### src/design/asrt_regs.svh
// asrt_regs.svh: offsets, bit positions, reset values and timing counts
// assumes a 250 MHz aclk and a 32-bit AXI4-Lite register port
// Functional notes
// error bit is OR of three error flags
// error bit never raises an interrupt request
// error clears when cause gone or buffer read
// overrun when char completes with done still set
// framing flag when stop bit is not mark
// init clears error, overrun and framing flags
// parity flag on mismatch, zero when disabled
// short characters right-justified, data survives init
// parity bit sits just above character bits
// eight-bit characters carry no parity
// reading receive buffer clears receiver done
// transmitter ready when buffer free, set by init
// ready with enable raises transmit request
// break bit holds line at space continuously
// software writes short characters right-justified
// programmed reset forces asynchronous mode, clears flags
// software raises priority before clearing enables
// receiver done with enable raises receive request
`ifndef ASRT_REGS_SVH
`define ASRT_REGS_SVH
`define ASRT_OFF_RX_CTRL 32'h0000_0000
`define ASRT_OFF_RX_BUF 32'h0000_0004
`define ASRT_OFF_TX_CTRL 32'h0000_0008
`define ASRT_OFF_TX_BUF 32'h0000_000c
`define ASRT_OFF_LINE 32'h0000_0010
`define ASRT_OFF_DIV 32'h0000_0014
`define ASRT_B_ERR 15
`define ASRT_B_OVER 14
`define ASRT_B_FRAME 13
`define ASRT_B_PARITY 12
`define ASRT_B_DONE 7
`define ASRT_B_RIE 6
`define ASRT_B_TRDY 7
`define ASRT_B_TIE 6
`define ASRT_B_BRK 0
`define ASRT_B_LEN 0
`define ASRT_B_PEN 2
`define ASRT_B_PEVEN 3
`define ASRT_B_SYNC 4
`define ASRT_B_PRST 8
`define ASRT_LEN_RST 2'h3
`define ASRT_CLK_HZ 250000000
`define ASRT_BAUD_RST 9600
`define ASRT_OVS 16
`define ASRT_DIV_RST (`ASRT_CLK_HZ / (`ASRT_OVS * `ASRT_BAUD_RST))
`define ASRT_RESP_OK 2'h0
`define ASRT_RESP_ERR 2'h2
`endif

### src/design/asrt_pkg.sv
// asrt_pkg: bus carriers, line settings and state types of the serial buffers
// assumes the offsets and bit positions come from asrt_regs.svh
package asrt_pkg;
   typedef struct packed {
      logic awvalid;
      logic [31:0] awaddr;
      logic wvalid;
      logic [31:0] wdata;
      logic [3:0] wstrb;
      logic bready;
      logic arvalid;
      logic [31:0] araddr;
      logic rready;
   } asrt_axi_req_type;
   typedef struct packed {
      logic awready;
      logic wready;
      logic bvalid;
      logic [1:0] bresp;
      logic arready;
      logic rvalid;
      logic [31:0] rdata;
      logic [1:0] rresp;
   } asrt_axi_rsp_type;
   typedef struct packed {
      logic [1:0] len;
      logic par_en;
      logic par_even;
   } asrt_line_type;
   typedef enum logic [2:0] {ph_idle, ph_start, ph_data, ph_par, ph_stop} asrt_phase_type;
   typedef struct packed {
      logic done;
      logic frame;
      logic parity;
      logic [7:0] data;
   } asrt_rx_out_type;
   typedef struct packed {
      asrt_phase_type ph;
      logic [3:0] cnt;
      logic [2:0] bi;
      logic [7:0] sh;
      asrt_rx_out_type o;
   } asrt_rx_st_type;
   typedef struct packed {
      asrt_phase_type ph;
      logic [3:0] cnt;
      logic [2:0] bi;
      logic [7:0] sh;
      logic pbit;
      logic line;
   } asrt_tx_st_type;
   typedef struct packed {
      asrt_axi_rsp_type rsp;
      logic aw_ok;
      logic w_ok;
      logic [31:0] awaddr;
      logic [31:0] wdata;
      logic [3:0] wstrb;
      logic rx_done;
      logic rie;
      logic over;
      logic frame;
      logic parity;
      logic [7:0] rx_data;
      logic tie;
      logic brk;
      logic hold_full;
      logic [7:0] hold_data;
      asrt_line_type cfg;
      logic sync_mode;
      logic prst;
      logic [15:0] div;
      logic [15:0] dcnt;
      logic tick;
      logic txd;
      logic rx_irq;
      logic tx_irq;
   } asrt_top_st_type;

   // index of the last character bit: 5..8 bits
   function automatic logic [2:0] asrt_last_bit(input asrt_line_type c);
      return 3'(3'h4 + {1'b0, c.len});
   endfunction : asrt_last_bit

   function automatic logic asrt_par_on(input asrt_line_type c);
      return c.par_en && (c.len != 2'h3);
   endfunction : asrt_par_on

   function automatic logic [7:0] asrt_mask(input asrt_line_type c);
      return 8'(8'hff >> (2'h3 - c.len));
   endfunction : asrt_mask
endpackage : asrt_pkg

### src/design/asrt_rx.sv
// asrt_rx: 16x oversampled asynchronous character receiver
// assumes rxd is synchronous to aclk and tick is a one-cycle enable
`timescale 1ns/10ps
module asrt_rx
   import asrt_pkg::*;
(
   input wire logic aclk,
   input wire logic rst_n,
   input wire logic tick,
   input wire logic rxd,
   input wire asrt_line_type cfg,
   output asrt_rx_out_type rx_o
);
   asrt_rx_st_type st_q;
   asrt_rx_st_type st_d;

   always_comb begin
      logic [2:0] last;
      last = asrt_last_bit(cfg);
      st_d = st_q;
      st_d.o.done = 1'b0;
      if (tick) begin
         st_d.cnt = st_q.cnt + 4'h1;
         case (st_q.ph)
            ph_idle: begin
               st_d.cnt = 4'h0;
               if (!rxd) begin
                  st_d.ph = ph_start;
               end
            end
            ph_start: begin
               // confirm start at mid bit so glitches do not start a character
               if (st_q.cnt == 4'h7) begin
                  st_d.cnt = 4'h0;
                  st_d.bi = 3'h0;
                  st_d.sh = 8'h00;
                  st_d.ph = rxd ? ph_idle : ph_data;
               end
            end
            ph_data: begin
               if (st_q.cnt == 4'hf) begin
                  st_d.sh[st_q.bi] = rxd;
                  st_d.bi = st_q.bi + 3'h1;
                  if (st_q.bi == last) begin
                     st_d.ph = asrt_par_on(cfg) ? ph_par : ph_stop;
                  end
               end
            end
            ph_par: begin
               if (st_q.cnt == 4'hf) begin
                  st_d.sh[3'(last + 3'h1)] = rxd;
                  st_d.ph = ph_stop;
               end
            end
            ph_stop: begin
               if (st_q.cnt == 4'hf) begin
                  st_d.o.done = 1'b1;
                  st_d.o.data = st_q.sh;
                  st_d.o.frame = ~rxd;
                  // sh holds data and parity only, so its xor is the check
                  st_d.o.parity = asrt_par_on(cfg) & (cfg.par_even ? ^st_q.sh : ~^st_q.sh);
                  st_d.ph = ph_idle;
               end
            end
            default: st_d.ph = ph_idle;
         endcase
      end
   end

   always_ff @(posedge aclk) begin
      if (!rst_n) begin
         st_q <= '0;
      end else begin
         st_q <= st_d;
      end
   end

   assign rx_o = st_q.o;
endmodule : asrt_rx

### src/design/asrt_top.sv
// asrt_top: receive buffer with error flags, transmit control and buffer
// assumes an AXI4-Lite master on aclk; rxd/txd are mark-high serial lines
`timescale 1ns/10ps
`include "asrt_regs.svh"
module asrt_top
   import asrt_pkg::*;
(
   input wire logic aclk,
   input wire logic aresetn,
   input wire asrt_axi_req_type s_axi_req,
   output asrt_axi_rsp_type s_axi_rsp,
   input wire logic rxd,
   output logic txd,
   output logic rx_irq,
   output logic tx_irq,
   output logic sync_mode
);
   asrt_top_st_type st_q;
   asrt_top_st_type st_d;
   asrt_rx_out_type rx_o;
   logic tx_busy;
   logic tx_line;
   logic launch;
   logic sub_rst_n;

   function automatic logic addr_ok(input logic [31:0] a);
      case (a)
         `ASRT_OFF_RX_CTRL, `ASRT_OFF_RX_BUF, `ASRT_OFF_TX_CTRL,
         `ASRT_OFF_TX_BUF, `ASRT_OFF_LINE, `ASRT_OFF_DIV: return 1'b1;
         default: return 1'b0;
      endcase
   endfunction : addr_ok

   // programmed reset also restarts both shifters
   assign sub_rst_n = aresetn & ~st_q.prst;
   assign launch = st_q.hold_full & ~tx_busy;

   asrt_rx u_rx (
      .aclk(aclk),
      .rst_n(sub_rst_n),
      .tick(st_q.tick),
      .rxd(rxd),
      .cfg(st_q.cfg),
      .rx_o(rx_o)
   );

   asrt_tx u_tx (
      .aclk(aclk),
      .rst_n(sub_rst_n),
      .tick(st_q.tick),
      .start(launch),
      .data(st_q.hold_data),
      .cfg(st_q.cfg),
      .busy(tx_busy),
      .line(tx_line)
   );

   always_comb begin
      logic aw_hs;
      logic w_hs;
      logic ar_hs;
      logic rd_buf;
      logic [15:0] rv;
      logic [31:0] wd;
      logic [3:0] ws;
      aw_hs = s_axi_req.awvalid & st_q.rsp.awready;
      w_hs = s_axi_req.wvalid & st_q.rsp.wready;
      ar_hs = s_axi_req.arvalid & st_q.rsp.arready;
      rd_buf = ar_hs && (s_axi_req.araddr == `ASRT_OFF_RX_BUF);
      rv = 16'h0000;
      wd = st_q.wdata;
      ws = st_q.wstrb;
      st_d = st_q;

      // baud enable at 16x the bit rate; a zero divisor ticks every cycle
      st_d.tick = 1'b0;
      if (st_q.div == 16'h0000 || st_q.dcnt >= st_q.div - 16'h0001) begin
         st_d.dcnt = 16'h0000;
         st_d.tick = 1'b1;
      end else begin
         st_d.dcnt = st_q.dcnt + 16'h0001;
      end

      // programmed reset pulse: flags and enables cleared, async mode again
      st_d.prst = 1'b0;
      if (st_q.prst) begin
         st_d.rx_done = 1'b0;
         st_d.rie = 1'b0;
         st_d.over = 1'b0;
         st_d.frame = 1'b0;
         st_d.parity = 1'b0;
         st_d.tie = 1'b0;
         st_d.brk = 1'b0;
         st_d.hold_full = 1'b0;
         st_d.sync_mode = 1'b0;
      end

      // transmit holding register hands its character to the shifter
      if (launch) begin
         st_d.hold_full = 1'b0;
      end

      // read channel
      case (s_axi_req.araddr)
         `ASRT_OFF_RX_CTRL: begin
            rv[`ASRT_B_DONE] = st_q.rx_done;
            rv[`ASRT_B_RIE] = st_q.rie;
         end
         `ASRT_OFF_RX_BUF: begin
            rv[`ASRT_B_OVER] = st_q.over;
            rv[`ASRT_B_FRAME] = st_q.frame;
            rv[`ASRT_B_PARITY] = st_q.parity & asrt_par_on(st_q.cfg);
            rv[`ASRT_B_ERR] = st_q.over | st_q.frame | rv[`ASRT_B_PARITY];
            rv[7:0] = st_q.rx_data;
         end
         `ASRT_OFF_TX_CTRL: begin
            rv[`ASRT_B_TRDY] = ~st_q.hold_full;
            rv[`ASRT_B_TIE] = st_q.tie;
            rv[`ASRT_B_BRK] = st_q.brk;
         end
         `ASRT_OFF_LINE: begin
            rv[`ASRT_B_LEN +: 2] = st_q.cfg.len;
            rv[`ASRT_B_PEN] = st_q.cfg.par_en;
            rv[`ASRT_B_PEVEN] = st_q.cfg.par_even;
            rv[`ASRT_B_SYNC] = st_q.sync_mode;
         end
         `ASRT_OFF_DIV: rv = st_q.div;
         default: rv = 16'h0000;
      endcase
      if (st_q.rsp.rvalid && s_axi_req.rready) begin
         st_d.rsp.rvalid = 1'b0;
      end
      if (ar_hs) begin
         st_d.rsp.rvalid = 1'b1;
         st_d.rsp.rdata = {16'h0000, rv};
         st_d.rsp.rresp = addr_ok(s_axi_req.araddr) ? `ASRT_RESP_OK : `ASRT_RESP_ERR;
      end
      if (rd_buf) begin
         st_d.rx_done = 1'b0;
         st_d.over = 1'b0;
         st_d.frame = 1'b0;
         st_d.parity = 1'b0;
      end

      // a completed character wins over a read in the same cycle
      if (rx_o.done) begin
         if (st_q.rx_done && !rd_buf) begin
            st_d.over = 1'b1;
         end
         st_d.frame = rx_o.frame;
         st_d.parity = rx_o.parity;
         st_d.rx_data = rx_o.data;
         st_d.rx_done = 1'b1;
      end

      // write channel: address and data taken in either order
      if (st_q.rsp.bvalid && s_axi_req.bready) begin
         st_d.rsp.bvalid = 1'b0;
      end
      if (aw_hs) begin
         st_d.aw_ok = 1'b1;
         st_d.awaddr = s_axi_req.awaddr;
      end
      if (w_hs) begin
         st_d.w_ok = 1'b1;
         st_d.wdata = s_axi_req.wdata;
         st_d.wstrb = s_axi_req.wstrb;
      end
      if (st_q.aw_ok && st_q.w_ok && !st_q.rsp.bvalid) begin
         st_d.aw_ok = 1'b0;
         st_d.w_ok = 1'b0;
         st_d.rsp.bvalid = 1'b1;
         st_d.rsp.bresp = addr_ok(st_q.awaddr) ? `ASRT_RESP_OK : `ASRT_RESP_ERR;
         case (st_q.awaddr)
            `ASRT_OFF_RX_CTRL: begin
               if (ws[0]) begin
                  st_d.rie = wd[`ASRT_B_RIE];
               end
            end
            `ASRT_OFF_TX_CTRL: begin
               if (ws[0]) begin
                  st_d.tie = wd[`ASRT_B_TIE];
                  st_d.brk = wd[`ASRT_B_BRK];
               end
            end
            `ASRT_OFF_TX_BUF: begin
               if (ws[0]) begin
                  // upper bits dropped so a careless write cannot widen a short char
                  st_d.hold_data = wd[7:0] & asrt_mask(st_q.cfg);
                  st_d.hold_full = 1'b1;
               end
            end
            `ASRT_OFF_LINE: begin
               if (ws[0]) begin
                  st_d.cfg.len = wd[`ASRT_B_LEN +: 2];
                  st_d.cfg.par_en = wd[`ASRT_B_PEN];
                  st_d.cfg.par_even = wd[`ASRT_B_PEVEN];
                  st_d.sync_mode = wd[`ASRT_B_SYNC];
               end
               if (ws[1] && wd[`ASRT_B_PRST]) begin
                  st_d.prst = 1'b1;
               end
            end
            `ASRT_OFF_DIV: begin
               if (ws[0]) begin
                  st_d.div[7:0] = wd[7:0];
               end
               if (ws[1]) begin
                  st_d.div[15:8] = wd[15:8];
               end
            end
            default: st_d.rsp.bvalid = 1'b1;
         endcase
      end
      st_d.rsp.awready = ~st_d.aw_ok & ~st_d.rsp.bvalid;
      st_d.rsp.wready = ~st_d.w_ok & ~st_d.rsp.bvalid;
      st_d.rsp.arready = ~st_d.rsp.rvalid;

      // request levels; error flags deliberately kept out of them
      st_d.rx_irq = st_d.rx_done & st_d.rie;
      st_d.tx_irq = ~st_d.hold_full & st_d.tie;
      st_d.txd = st_d.brk ? 1'b0 : tx_line;
   end

   always_ff @(posedge aclk) begin
      if (!aresetn) begin
         st_q <= '0;
         st_q.rx_data <= st_q.rx_data;
         st_q.rsp.awready <= 1'b1;
         st_q.rsp.wready <= 1'b1;
         st_q.rsp.arready <= 1'b1;
         st_q.txd <= 1'b1;
         st_q.div <= 16'(`ASRT_DIV_RST);
         st_q.cfg.len <= `ASRT_LEN_RST;
      end else begin
         st_q <= st_d;
      end
   end

   assign s_axi_rsp = st_q.rsp;
   assign txd = st_q.txd;
   assign rx_irq = st_q.rx_irq;
   assign tx_irq = st_q.tx_irq;
   assign sync_mode = st_q.sync_mode;
endmodule : asrt_top

### src/design/asrt_tx.sv
// asrt_tx: 16x paced asynchronous character transmitter
// assumes start is only raised while busy is low
`timescale 1ns/10ps
module asrt_tx
   import asrt_pkg::*;
(
   input wire logic aclk,
   input wire logic rst_n,
   input wire logic tick,
   input wire logic start,
   input wire logic [7:0] data,
   input wire asrt_line_type cfg,
   output logic busy,
   output logic line
);
   asrt_tx_st_type st_q;
   asrt_tx_st_type st_d;

   always_comb begin
      st_d = st_q;
      if (st_q.ph == ph_idle) begin
         if (start) begin
            st_d.sh = data & asrt_mask(cfg);
            st_d.pbit = cfg.par_even ? ^(data & asrt_mask(cfg)) : ~^(data & asrt_mask(cfg));
            st_d.cnt = 4'h0;
            st_d.line = 1'b0;
            st_d.ph = ph_start;
         end
      end else if (tick) begin
         st_d.cnt = st_q.cnt + 4'h1;
         if (st_q.cnt == 4'hf) begin
            case (st_q.ph)
               ph_start: begin
                  st_d.bi = 3'h0;
                  st_d.line = st_q.sh[0];
                  st_d.ph = ph_data;
               end
               ph_data: begin
                  st_d.bi = st_q.bi + 3'h1;
                  st_d.line = st_q.sh[3'(st_q.bi + 3'h1)];
                  if (st_q.bi == asrt_last_bit(cfg)) begin
                     st_d.ph = asrt_par_on(cfg) ? ph_par : ph_stop;
                     st_d.line = asrt_par_on(cfg) ? st_q.pbit : 1'b1;
                  end
               end
               ph_par: begin
                  st_d.line = 1'b1;
                  st_d.ph = ph_stop;
               end
               ph_stop: st_d.ph = ph_idle;
               default: st_d.ph = ph_idle;
            endcase
         end
      end
   end

   always_ff @(posedge aclk) begin
      if (!rst_n) begin
         st_q <= '0;
         st_q.line <= 1'b1;
      end else begin
         st_q <= st_d;
      end
   end

   assign busy = (st_q.ph != ph_idle);
   assign line = st_q.line;
endmodule : asrt_tx

### config.mk
export PLATFORM = sky130hd
export DESIGN_NAME = asrt_top
export DESIGN_NICKNAME = d
export VERILOG_FILES = /design/src/design/asrt_pkg.sv /design/src/design/asrt_rx.sv /design/src/design/asrt_top.sv /design/src/design/asrt_tx.sv
export VERILOG_INCLUDE_DIRS = /design/src /design/src/design
export SDC_FILE = /design/constraint.sdc
export NUM_CORES = 1
export LEC_CHECK = 0
export BUFFER_PORTS_ARGS = -buffer_cell sky130_fd_sc_hd__buf_2
export CAP_MARGIN = 10
export CORE_MARGIN = 2
export CORE_UTILIZATION = 40
export CTS_CLUSTER_DIAMETER = 50
export DETAILED_ROUTE_END_ITERATION = 6
export HOLD_SLACK_MARGIN = 0.05
export MAX_ROUTING_LAYER = met4
export SLEW_MARGIN = 40
export SYNTH_ARGS = -nofsm -noshare
export SYNTH_HDL_FRONTEND = slang
export SYNTH_SLANG_ARGS = --single-unit
export TNS_END_PERCENT = 30
### constraint.sdc
create_clock -name aclk -period 2.8 [get_ports aclk]
set_clock_uncertainty 0.2 [all_clocks]
set_input_delay 0.56 -clock aclk [delete_from_list [all_inputs] [get_ports aclk]]
set_output_delay 0.56 -clock aclk [all_outputs]
set_load 0.05 [all_outputs]
==> impl_metrics.ini, run 1 <==
[status]
outcome = finished, violations left
violations = negative setup slack

[logic_synthesis]
avgSynthCellArea_um2 = 8.58
syn_inst = 1082
synth_enable_flop_cells = 8
ys_seq_area_frac = 0.418
yosys.area.top_type = dfxtp_1
synth_seq_cells = 190
yosys-top-cells-area = dfxtp_1 39%, nand2_1 8.7%, a21boi_0 4.3%, ha_1 3.8%, buf_4 3.3%
synthAdderAreaFrac = 0.0377
yosysWarnings = 0
muxShareOfSynthArea = 0.0406
synth-compound-area-share = 0.156
syn_area_um2 = 9280
synth-xor-area-share = 0.0472
synth_top_family_by_area = simple AND/OR/NAND/NOR gates
synth_ff_type = dfxtp_1
synth_simple_gate_area_frac = 0.236
synthArstFlopShare = 0
synth.top_cell.area_share = 0.393
synthDistinctLibCells = 71

[clock_tree]
htreeDepth = 4
cts_max_path_buffers = 2
postCtsHoldBufs = 0
cts_buffers = 17
worst_skew_pair.late_latency_ns = 0.44
cts_tree = built
clockRootBuffer = clkbuf_16
clk_pin_slew_ns = 0.08
clock-sinks = 190

[route]
first_pass_iters = 5
wl_um = 22000
viasPerCell = 5.12
postRouteAntennaNets = 0
wl_per_cell_um = 14.9
drt_iter0_drc = 385
vias = 7537
drcViolationCount = 0

[die]
start_util = 0.409
io_pins = 153
core_um2 = 22700
die_h_um = 156
rows = 55
dieArea_um2 = 24400
die-width_um = 156

[global_route]
overflow = 0
grt_pass1_vias = 6998
grtUsageTotal = 0.185
antenna_found_initial = 0
grt_pass1_wl_um = 35200
grt_max_degree = 89

[sta]
rsz0062_at_grt = true
max-slew-margin-rel = 0.556
fin_ws_ns = -0.0354
fin_crit_ns = 2.84
slew_violations = 0
finalSetupTns_ns = -0.450
worst_pin_slew_ns = 0.666
setup_viol_count_final = 17
hold_violations = 0
fmax_ghz = 0.353
min_period_over_period = 1.01

[worst_setup_path]
cpMostUsedCell = buf_4
worstPathRequired_ns = 2.94
critPathSlowestCell = or3_4
cp-start-kind = flip-flop
setup.worst_path.end_class = flip-flop
max_stage_delay_ns = 0.36
cp_max_fo = 13
path_cells = nor4_4 -> buf_4 -> buf_4 -> nor3b_2 -> xnor2_1 -> ha_1 -> a21oi_2 -> o21ai_2 -> a41oi_2 -> or3_4 -> o211ai_4 -> buf_12 -> nor2_1
cp.arrival_ns = 2.97
crit_type = reg -> reg

[placed_design]
dpl.cell_count = 1438
routabilityCongestion = 0.841
port_buffers = 116
dpl.hpwl_um = 15900
dp_slack_ns = -0.0547
dpl-instance-area_um2 = 10100

[cells_and_area]
nets = 1311
stdcell_area_um2 = 10800
final_layout_size_suffix_gt1_frac = 0.202
antenna_cells = 0
fin_cells = 1473
area_delta_synth_final_pct = 15.9

[power_and_ir_drop]
power_density_nw_per_um2 = 535
finalPower_mw = 5.76
ir_worst_vdd_v = 0.000357
p_leak_nw = 4.34

[min_path]
hp-class = in -> reg

[flow_run]
cap_violations = 0
## synthesized netlist by cell type (all sizes together), types with 7 or more instances
master and count:
nor3 15, nand3 27, inv 15, a21oi 39, nand2b 11, ha 28
clkbuf 52, nand3b 7, edfxtp 8, xnor2 33, dfxtp 182, xor2 17
nand2 220, a22oi 20, mux2i 23, o21ai 38, nor2b 28, buf 47
nor2 81, a21boi 67, nor4 21, and2 10, mux2 9, nand4 11
## cell usage in the layout, fill, tap and decap left out, types with 5 or more instances in the layout
master and instances:
o31ai_1 6, nand2b_1 11, edfxtp_1 8, buf_2 116, mux2i_1 23, nand3b_1 6, a21boi_1 8, nor4_1 13
clkbuf_16 17, o21ai_0 37, dfxtp_1 181, nor4_2 5, buf_4 37, nand3_1 26, mux2_2 9, nor2_1 81
nand4_1 10, nand2_2 7, inv_1 15, clkinv_8 5, ha_1 28, nand2_1 213, xnor2_1 33, a21boi_0 53
nor3_1 12, xor2_1 17, a21boi_2 6, and2_1 10, a22oi_1 20, conb_1 18, nor2b_1 28, a21oi_1 36
## layer usage
layer	global-route usage	up-vias	part of all wire
met3	0.0363	30	0.047
met2	0.295	179	0.46
met5	-	-	0
li1	-	3853	-
met4	0.0542	0	0.015
met1	0.240	3475	0.48
## cell families (layout without fill, tap and decap cells)
group,after synthesis,in the layout
simple gates,455,455
compound gates,210,210
flops,190,190
buf+inv,114,203
xor+xnor,50,50
mux,34,34
fa+ha+maj,28,28
other cells,1,18
## sequential cells by signal, summed over array words and instances, names as in the netlist
register   cells
u_tx.line      1
u_tx.st_q     19
rx_irq         1
txd            1
sync_mode      1
tx_irq         1
st_q         114
u_rx.rx_o     11
s_axi_rsp     23
u_rx.st_q     18
## worst paths after layout
check        depth (start not counted)  slack [ns]           from   endpoint
min reg2reg                          0        0.24   u_rx.rx_o[5]   st_q[58]
max reg2reg                         13       -0.04       st_q[27]    st_q[9]
max                                 13       -0.04       st_q[27]    st_q[9]
min                                  3        0.15  s_axi_req[91]  st_q[121]
## layout make-up
cell class / count / area (um2)
Tap cell: 285 / 357
Fill cell: 2192 / 11900
Multi-Input combinational cell: 795 / 4950
Clock inverter: 14 / 166
Timing Repair Buffer: 156 / 910
Clock buffer: 18 / 439
Sequential cell: 190 / 3880
Inverter: 15 / 56.3
## power breakdown
group | leakage, nW | internal, mW | switching, mW
clock | 0.293 | 1.23 | 1.21
sequential | 1.55 | 2.79 | 0.0635
combinational | 2.50 | 0.175 | 0.292
## per-stage QoR
stage,utilization,hold WS (ns)
after detailed placement,0.443,0.218
after global placement,0.443,0.215
after CTS,0.473,0.144
after global routing,0.474,0.144
after floorplan,-,0.208
final,0.474,0.153
## repair_timing
item / 4_1_cts / 5_1_grt
buffers inserted: 2 / 1
gates resized for setup: 12 / 3
pin swaps: 2 / 3
setup endpoints to repair: 17 / 17
gates cloned: 0 / 0
## critical path: cells and delay by family, from the launching register on
kind	cells	cell delay (ns)
buffers and inverters	3	0.41
flip-flops	1	0.33
AND/OR/NAND/NOR	4	0.87
adder cells (fa/ha/maj)	1	0.32
AO/OA/AOI/OAI	4	0.51
XOR/XNOR	1	0.09
Power figures use the tool's default switching activity.
==> run 2, diff against run 1 <==
--- a/config.mk
+++ b/config.mk
@@ -9,11 +9,12 @@
 export BUFFER_PORTS_ARGS = -buffer_cell sky130_fd_sc_hd__buf_2
 export CAP_MARGIN = 10
 export CORE_MARGIN = 2
-export CORE_UTILIZATION = 40
+export CORE_UTILIZATION = 51
 export CTS_CLUSTER_DIAMETER = 50
 export DETAILED_ROUTE_END_ITERATION = 6
 export HOLD_SLACK_MARGIN = 0.05
 export MAX_ROUTING_LAYER = met4
+export PLACE_DENSITY = 0.76
 export SLEW_MARGIN = 40
 export SYNTH_ARGS = -nofsm -noshare
 export SYNTH_HDL_FRONTEND = slang
==> run 2 against run 1 <==
Compared with the run above: the flow still finishes with violations (negative setup slack); first-iteration DRC count up 43%; sequential cell count unchanged; die area down 21%; worst setup slack worse by 0.033 ns; combinational power down 1%; register-to-register slack worse by 0.03 ns.
==> impl_metrics.ini, run 2 (synthesized netlist as in run 1, its figures left out) <==
[global_route]
antenna_found_initial = 0
overflow = 0
grt_pass1_wl_um = 34300
grtUsageTotal = 0.223
grt_max_degree = 72
grt_pass1_vias = 6971

[clock_tree]
clk_pin_slew_ns = 0.07
htreeDepth = 4
clock-sinks = 190
worst_skew_pair.late_latency_ns = 0.44
clockRootBuffer = clkbuf_16
cts_buffers = 17
cts_max_path_buffers = 2
cts_tree = built

[sta]
fin_ws_ns = -0.0683
slew_violations = 0
hold_violations = 0
fmax_ghz = 0.349
finalSetupTns_ns = -0.975
worst_pin_slew_ns = 0.681
whs_ns = 0.159
min_period_over_period = 1.02
max-slew-margin-rel = 0.546
setup_viol_count_final = 16
fin_crit_ns = 2.87
rsz0062_at_grt = true

[placed_design]
dpl-instance-area_um2 = 9940
dp_slack_ns = -0.0912
dpl.hpwl_um = 15000
port_buffers = 116
dpl.cell_count = 1377
routabilityCongestion = 0.847

[cells_and_area]
fin_cells = 1410
multiInputGateArea_um2 = 4920
regMostFlops = st_q
nets = 1304
stdcell_area_um2 = 10600
antenna_cells = 0
layout_common_cells = 213 x nand2_1, 181 x dfxtp_1, 116 x buf_2
layout_commonest_cell = nand2_1
largest_register_ffs = 114
area_delta_synth_final_pct = 14.3
n_fill_cell = 1523
final_util = 0.593
final_layout_size_suffix_gt1_frac = 0.194
ff_latch_area_um2 = 3880

[worst_setup_path]
crit_end = st_q[15]
worst-r2r-setup-slack_ns = -0.07
cp-start-kind = flip-flop
worstPathRequired_ns = 2.94
cp.arrival_ns = 3.01
rr_worst_depth = 12
critPathSlowestCell = or3_1
reg2reg_from = st_q[24]
path_cells = nor4_4 -> nand2_2 -> nor3_4 -> xnor2_1 -> ha_1 -> nand2_1 -> o21ai_2 -> a41oi_1 -> or3_1 -> o211ai_2 -> buf_12 -> nor2_1
crit_type = reg -> reg
cp_max_fo = 16
rr_endpoint = st_q[15]
max_stage_delay_ns = 0.36
startpoint = st_q[24]
setup.worst_path.end_class = flip-flop

[power_and_ir_drop]
ir_worst_vdd_v = 0.000487
p_switching_mw = 1.48
clkPwrFrac = 0.433
power.internal_mw = 4.36
finalPower_mw = 5.84
power_density_nw_per_um2 = 551
p_leak_nw = 4.31
switching_share = 0.253
power_frac_comb = 0.079
power.share.sequential = 0.488

[die]
start_util = 0.519
rows = 49
die-width_um = 139
core_um2 = 17900
dieArea_um2 = 19300
io_pins = 153
die_h_um = 139

[route]
postRouteAntennaNets = 0
wl_um = 20700
drcViolationCount = 0
drt_iter0_drc = 550
wl_per_cell_um = 14.7
vias = 7630
first_pass_iters = 5
viasPerCell = 5.41

[status]
violations = negative setup slack
outcome = finished, violations left

[flow_run]
cap_violations = 0

[min_path]
hp-class = in -> reg
-- run 2: cell types whose count changed in the layout (fill, tap and decap cells not counted), moves of 2 or more --
cell	delta
a21oi_1	+2
a21oi_2	-2
buf_4	-6
bufinv_16	+2
inv_6	+3
clkinv_8	-5
-- run 2: power groups by stage --
| stage | logic, mW | registers (mW) | clock network, mW |
|---|---|---|---|
| final | 0.460 | 2.85 | 2.53 |
| after global routing | 0.513 | 2.86 | 2.66 |
| after global placement | 0.456 | 2.91 | 0 |
| after floorplan | 0.365 | 2.89 | 0 |
| after detailed placement | 0.462 | 2.91 | 0 |
| after CTS | 0.463 | 2.85 | 2.57 |
-- run 2: worst max-delay path: cells and delay by family (launching register included) --
| family | cells | cell delay [ns] |
|---|---|---|
| AO/OA/AOI/OAI | 3 | 0.46 |
| XOR/XNOR | 1 | 0.10 |
| adder cells (fa/ha/maj) | 1 | 0.33 |
| buffers and inverters | 1 | 0.17 |
| AND/OR/NAND/NOR | 6 | 1.16 |
| flip-flops | 1 | 0.34 |
-- run 2: worst min-delay path by stage --
| stage | from | to | slack [ns] | cells past startpoint |
|---|---|---|---|---|
| 2_1_floorplan | u_rx.rx_o[0] | st_q[53] | 0.21 | 0 |
| 3_3_place_gp | u_rx.rx_o[4] | st_q[57] | 0.22 | 0 |
| 3_5_place_dp | u_rx.rx_o[7] | st_q[60] | 0.22 | 0 |
| 4_1_cts | s_axi_req[103] | st_q[133] | 0.15 | 3 |
| 5_1_grt | s_axi_req[103] | st_q[133] | 0.16 | 3 |
| 6_report | s_axi_req[51] | st_q[82] | 0.16 | 3 |
-- run 2: cell type report --
type	count	share of cell area
clock buffers	18	0.0425
multi-input cells	795	0.464
inverters	15	0.00531
well taps	229	0.0270
clock inverters	14	0.0156
repair buffers	149	0.0796
flip-flops and latches	190	0.366
-- run 2: routing by layer --
| metal | vias up | track usage | part of all wire |
|---|---|---|---|
| met5 | - | - | 0 |
| met4 | 0 | 0.0696 | 0.018 |
| met3 | 29 | 0.0463 | 0.056 |
| met2 | 223 | 0.355 | 0.47 |
| met1 | 3537 | 0.287 | 0.45 |
| li1 | 3841 | - | - |
-- run 2: what timing repair did --
item	in CTS	in global routing
resized for setup	6	4
endpoints found under the hold margin	0	0
pin swaps	3	1
buffers inserted	0	1
setup endpoints to repair	17	17
hold buffers	0	0
==> run 3, diff against run 2 <==
--- a/config.mk
+++ b/config.mk
@@ -6,15 +6,16 @@
 export SDC_FILE = /design/constraint.sdc
 export NUM_CORES = 1
 export LEC_CHECK = 0
+export ABC_AREA = 1
 export BUFFER_PORTS_ARGS = -buffer_cell sky130_fd_sc_hd__buf_2
 export CAP_MARGIN = 10
 export CORE_MARGIN = 2
-export CORE_UTILIZATION = 51
+export CORE_UTILIZATION = 52
 export CTS_CLUSTER_DIAMETER = 50
 export DETAILED_ROUTE_END_ITERATION = 6
 export HOLD_SLACK_MARGIN = 0.05
 export MAX_ROUTING_LAYER = met4
-export PLACE_DENSITY = 0.76
+export PLACE_DENSITY = 0.77
 export SLEW_MARGIN = 40
 export SYNTH_ARGS = -nofsm -noshare
 export SYNTH_HDL_FRONTEND = slang
==> run 3 against run 2 <==
Compared with the run above: the run now ends clean; critical path depth rose by 4; area after synthesis grew 4.7%; worst setup slack improved by 0.082 ns; power is 0.83% higher; cell count increased by 20%; design area is 6.6% higher; sequential share of layout area fell by 2.3 points; combinational power up 15%; critical endpoint is now st_q[19]; largest power group unchanged; highest routed layer unchanged.
==> impl_metrics.ini, run 3 <==
[route]
first_pass_iters = 5
vias = 8823
drcViolationCount = 0
drt_iter0_drc = 654
wl_per_cell_um = 13.5
viasPerCell = 5.20
postRouteAntennaNets = 0
wl_um = 22800

[logic_synthesis]
yosys.area.top_type = dfxtp_1
synth_enable_flop_cells = 8
synth_seq_cells = 190
yosysMostFrequentCell = nand2_1
yosys-top-cells-area = dfxtp_1 37%, nand2_1 9.7%, nor2_1 8.6%, o21ai_0 5.9%, inv_1 4.2%
ys_seq_area_frac = 0.399
syn_inst = 1343
synth.top_cell.area_share = 0.375
synth_common_cells = 250 x nand2_1, 223 x nor2_1, 182 x dfxtp_1, 114 x o21ai_0, 109 x inv_1
synthDistinctLibCells = 52
syn_area_um2 = 9720
synth_ff_type = dfxtp_1
avgSynthCellArea_um2 = 7.24
synthArstFlopShare = 0
yosysWarnings = 0

[placed_design]
dpl.cell_count = 1657
dp_slack_ns = -0.127
dpl-instance-area_um2 = 10400
dpl.hpwl_um = 16300
routabilityCongestion = 0.994
port_buffers = 116

[cells_and_area]
final_layout_size_suffix_gt1_frac = 0.195
regMostFlops = st_q
layout_common_cells = 244 x nand2_1, 222 x nor2_1, 180 x dfxtp_1
nets = 1587
stdcell_area_um2 = 11300
antenna_cells = 0
largest_register_ffs = 114
area_delta_synth_final_pct = 16.3
n_fill_cell = 1632
final_util = 0.611
layout_commonest_cell = nand2_1
fin_cells = 1698

[min_path]
hp-class = in -> reg
min_to = s_axi_rsp[38]
hp-start = s_axi_req[34]
whs_path_depth = 2

[clock_tree]
htreeDepth = 4
worst_skew_pair.late_latency_ns = 0.44
postCtsHoldBufs = 0
clockRootBuffer = clkbuf_16
clk_pin_slew_ns = 0.08
cts_max_path_buffers = 2
cts_tree = built
clock-sinks = 190
cts_buffers = 17

[worst_setup_path]
cp_max_fo = 8
max_stage_delay_ns = 0.34
cp_top_family = simple AND/OR/NAND/NOR gates
worst-path-buf-inv = 3
crit_type = reg -> reg
worstPathRequired_ns = 2.90
cp.arrival_ns = 2.89
path_cells = buf_4 -> nor2_2 -> nand2_2 -> nor2_4 -> nand2_2 -> nor2_4 -> nand2_1 -> xor2_1 -> inv_1 -> ha_1 -> nand2_2 -> nor4_4 -> nand3_2 -> nand4_4 -> buf_8 -> nor3_4
setup.worst_path.end_class = flip-flop
cpMostUsedCell = nand2_2
cp-start-kind = flip-flop
critPathSlowestCell = nor4_4
rr_endpoint = st_q[19]
reg2reg_from = st_q[22]
rr_worst_depth = 16
worst-r2r-setup-slack_ns = 0.01

[die]
io_pins = 153
start_util = 0.525
rows = 50
die_h_um = 141
die-width_um = 141
dieArea_um2 = 19800
core_um2 = 18500

[sta]
worst_pin_slew_ns = 0.619
min_period_over_period = 0.995
max-slew-margin-rel = 0.588
fmax_ghz = 0.359
rsz0062_at_grt = true
hold_violations = 0
finalSetupTns_ns = 0
slew_violations = 0
fin_crit_ns = 2.79
fin_ws_ns = 0.0138
setup_viol_count_final = 0

[power_and_ir_drop]
ir_worst_vdd_v = 0.000397
p_leak_nw = 4.88
power_density_nw_per_um2 = 521

[global_route]
grt_pass1_wl_um = 36700
antenna_found_initial = 0
overflow = 0
grt_max_degree = 42
grt_pass1_vias = 7931
grtUsageTotal = 0.233

[status]
outcome = completed

[flow_run]
cap_violations = 0
[run 3: report_power, final]
group / total (mW) / switching, mW / leakage, nW / internal, mW
combinational: 0.530 / 0.364 / 3.01 / 0.166
sequential: 2.87 / 0.0624 / 1.57 / 2.81
clock: 2.49 / 1.16 / 0.302 / 1.33
[run 3: through the flow]
stage          total power [mW]  hold WS [ns]
2_1_floorplan              3.33         0.203
3_5_place_dp               3.46         0.214
6_report                   5.89         0.165
3_3_place_gp               3.44         0.214
5_1_grt                    6.11         0.161
4_1_cts                    5.92         0.153
[run 3: repair_timing]
item                                    4_1_cts  5_1_grt
gates resized for setup                      12       44
pin swaps                                    11       19
buffers inserted                              9        1
endpoints found under the setup margin       17       17
[run 3: worst max-delay path by stage]
stage                         from        to  slack, ns  cells past startpoint
after floorplan           st_q[22]  st_q[11]       0.07                     14
after global placement    st_q[22]   st_q[7]      -0.03                     13
after detailed placement  st_q[22]   st_q[8]      -0.13                     13
after CTS                 st_q[22]   st_q[9]      0.007                     15
after global routing      st_q[21]  st_q[10]      -0.13                     15
final                     st_q[22]  st_q[19]       0.01                     16
[run 3: routing by layer]
layer | vias up | routed length [um] | track usage
li1 | 4522 | - | -
met1 | 4011 | 10100 | 0.287
met2 | 248 | 11100 | 0.388
met3 | 42 | 1220 | 0.0425
met4 | 0 | 422 | 0.0747
met5 | - | 0 | -
[run 3: cell families (layout without fill, tap and decap cells)]
| family | count (synthesis) | in the layout | synth area share |
|---|---|---|---|
| flops | 190 | 190 | 0.399 |
| compound gates | 241 | 241 | 0.133 |
| other cells | 1 | 18 | 0.000386 |
| simple gates | 630 | 630 | 0.288 |
| buf+inv | 208 | 312 | 0.102 |
| fa+ha+maj | 28 | 28 | 0.0360 |
| xor+xnor | 45 | 45 | 0.0405 |
[run 3: cell type report]
cell class                 count  area, um2  area share
multi-input combinational    962       5140       0.455
sequential                   190       3890       0.344
timing repair buffer         153        886      0.0783
inverter                     127        495      0.0438
clock buffer                  18        450      0.0398
tap                          234        293      0.0259
clock inverter                14        158      0.0139
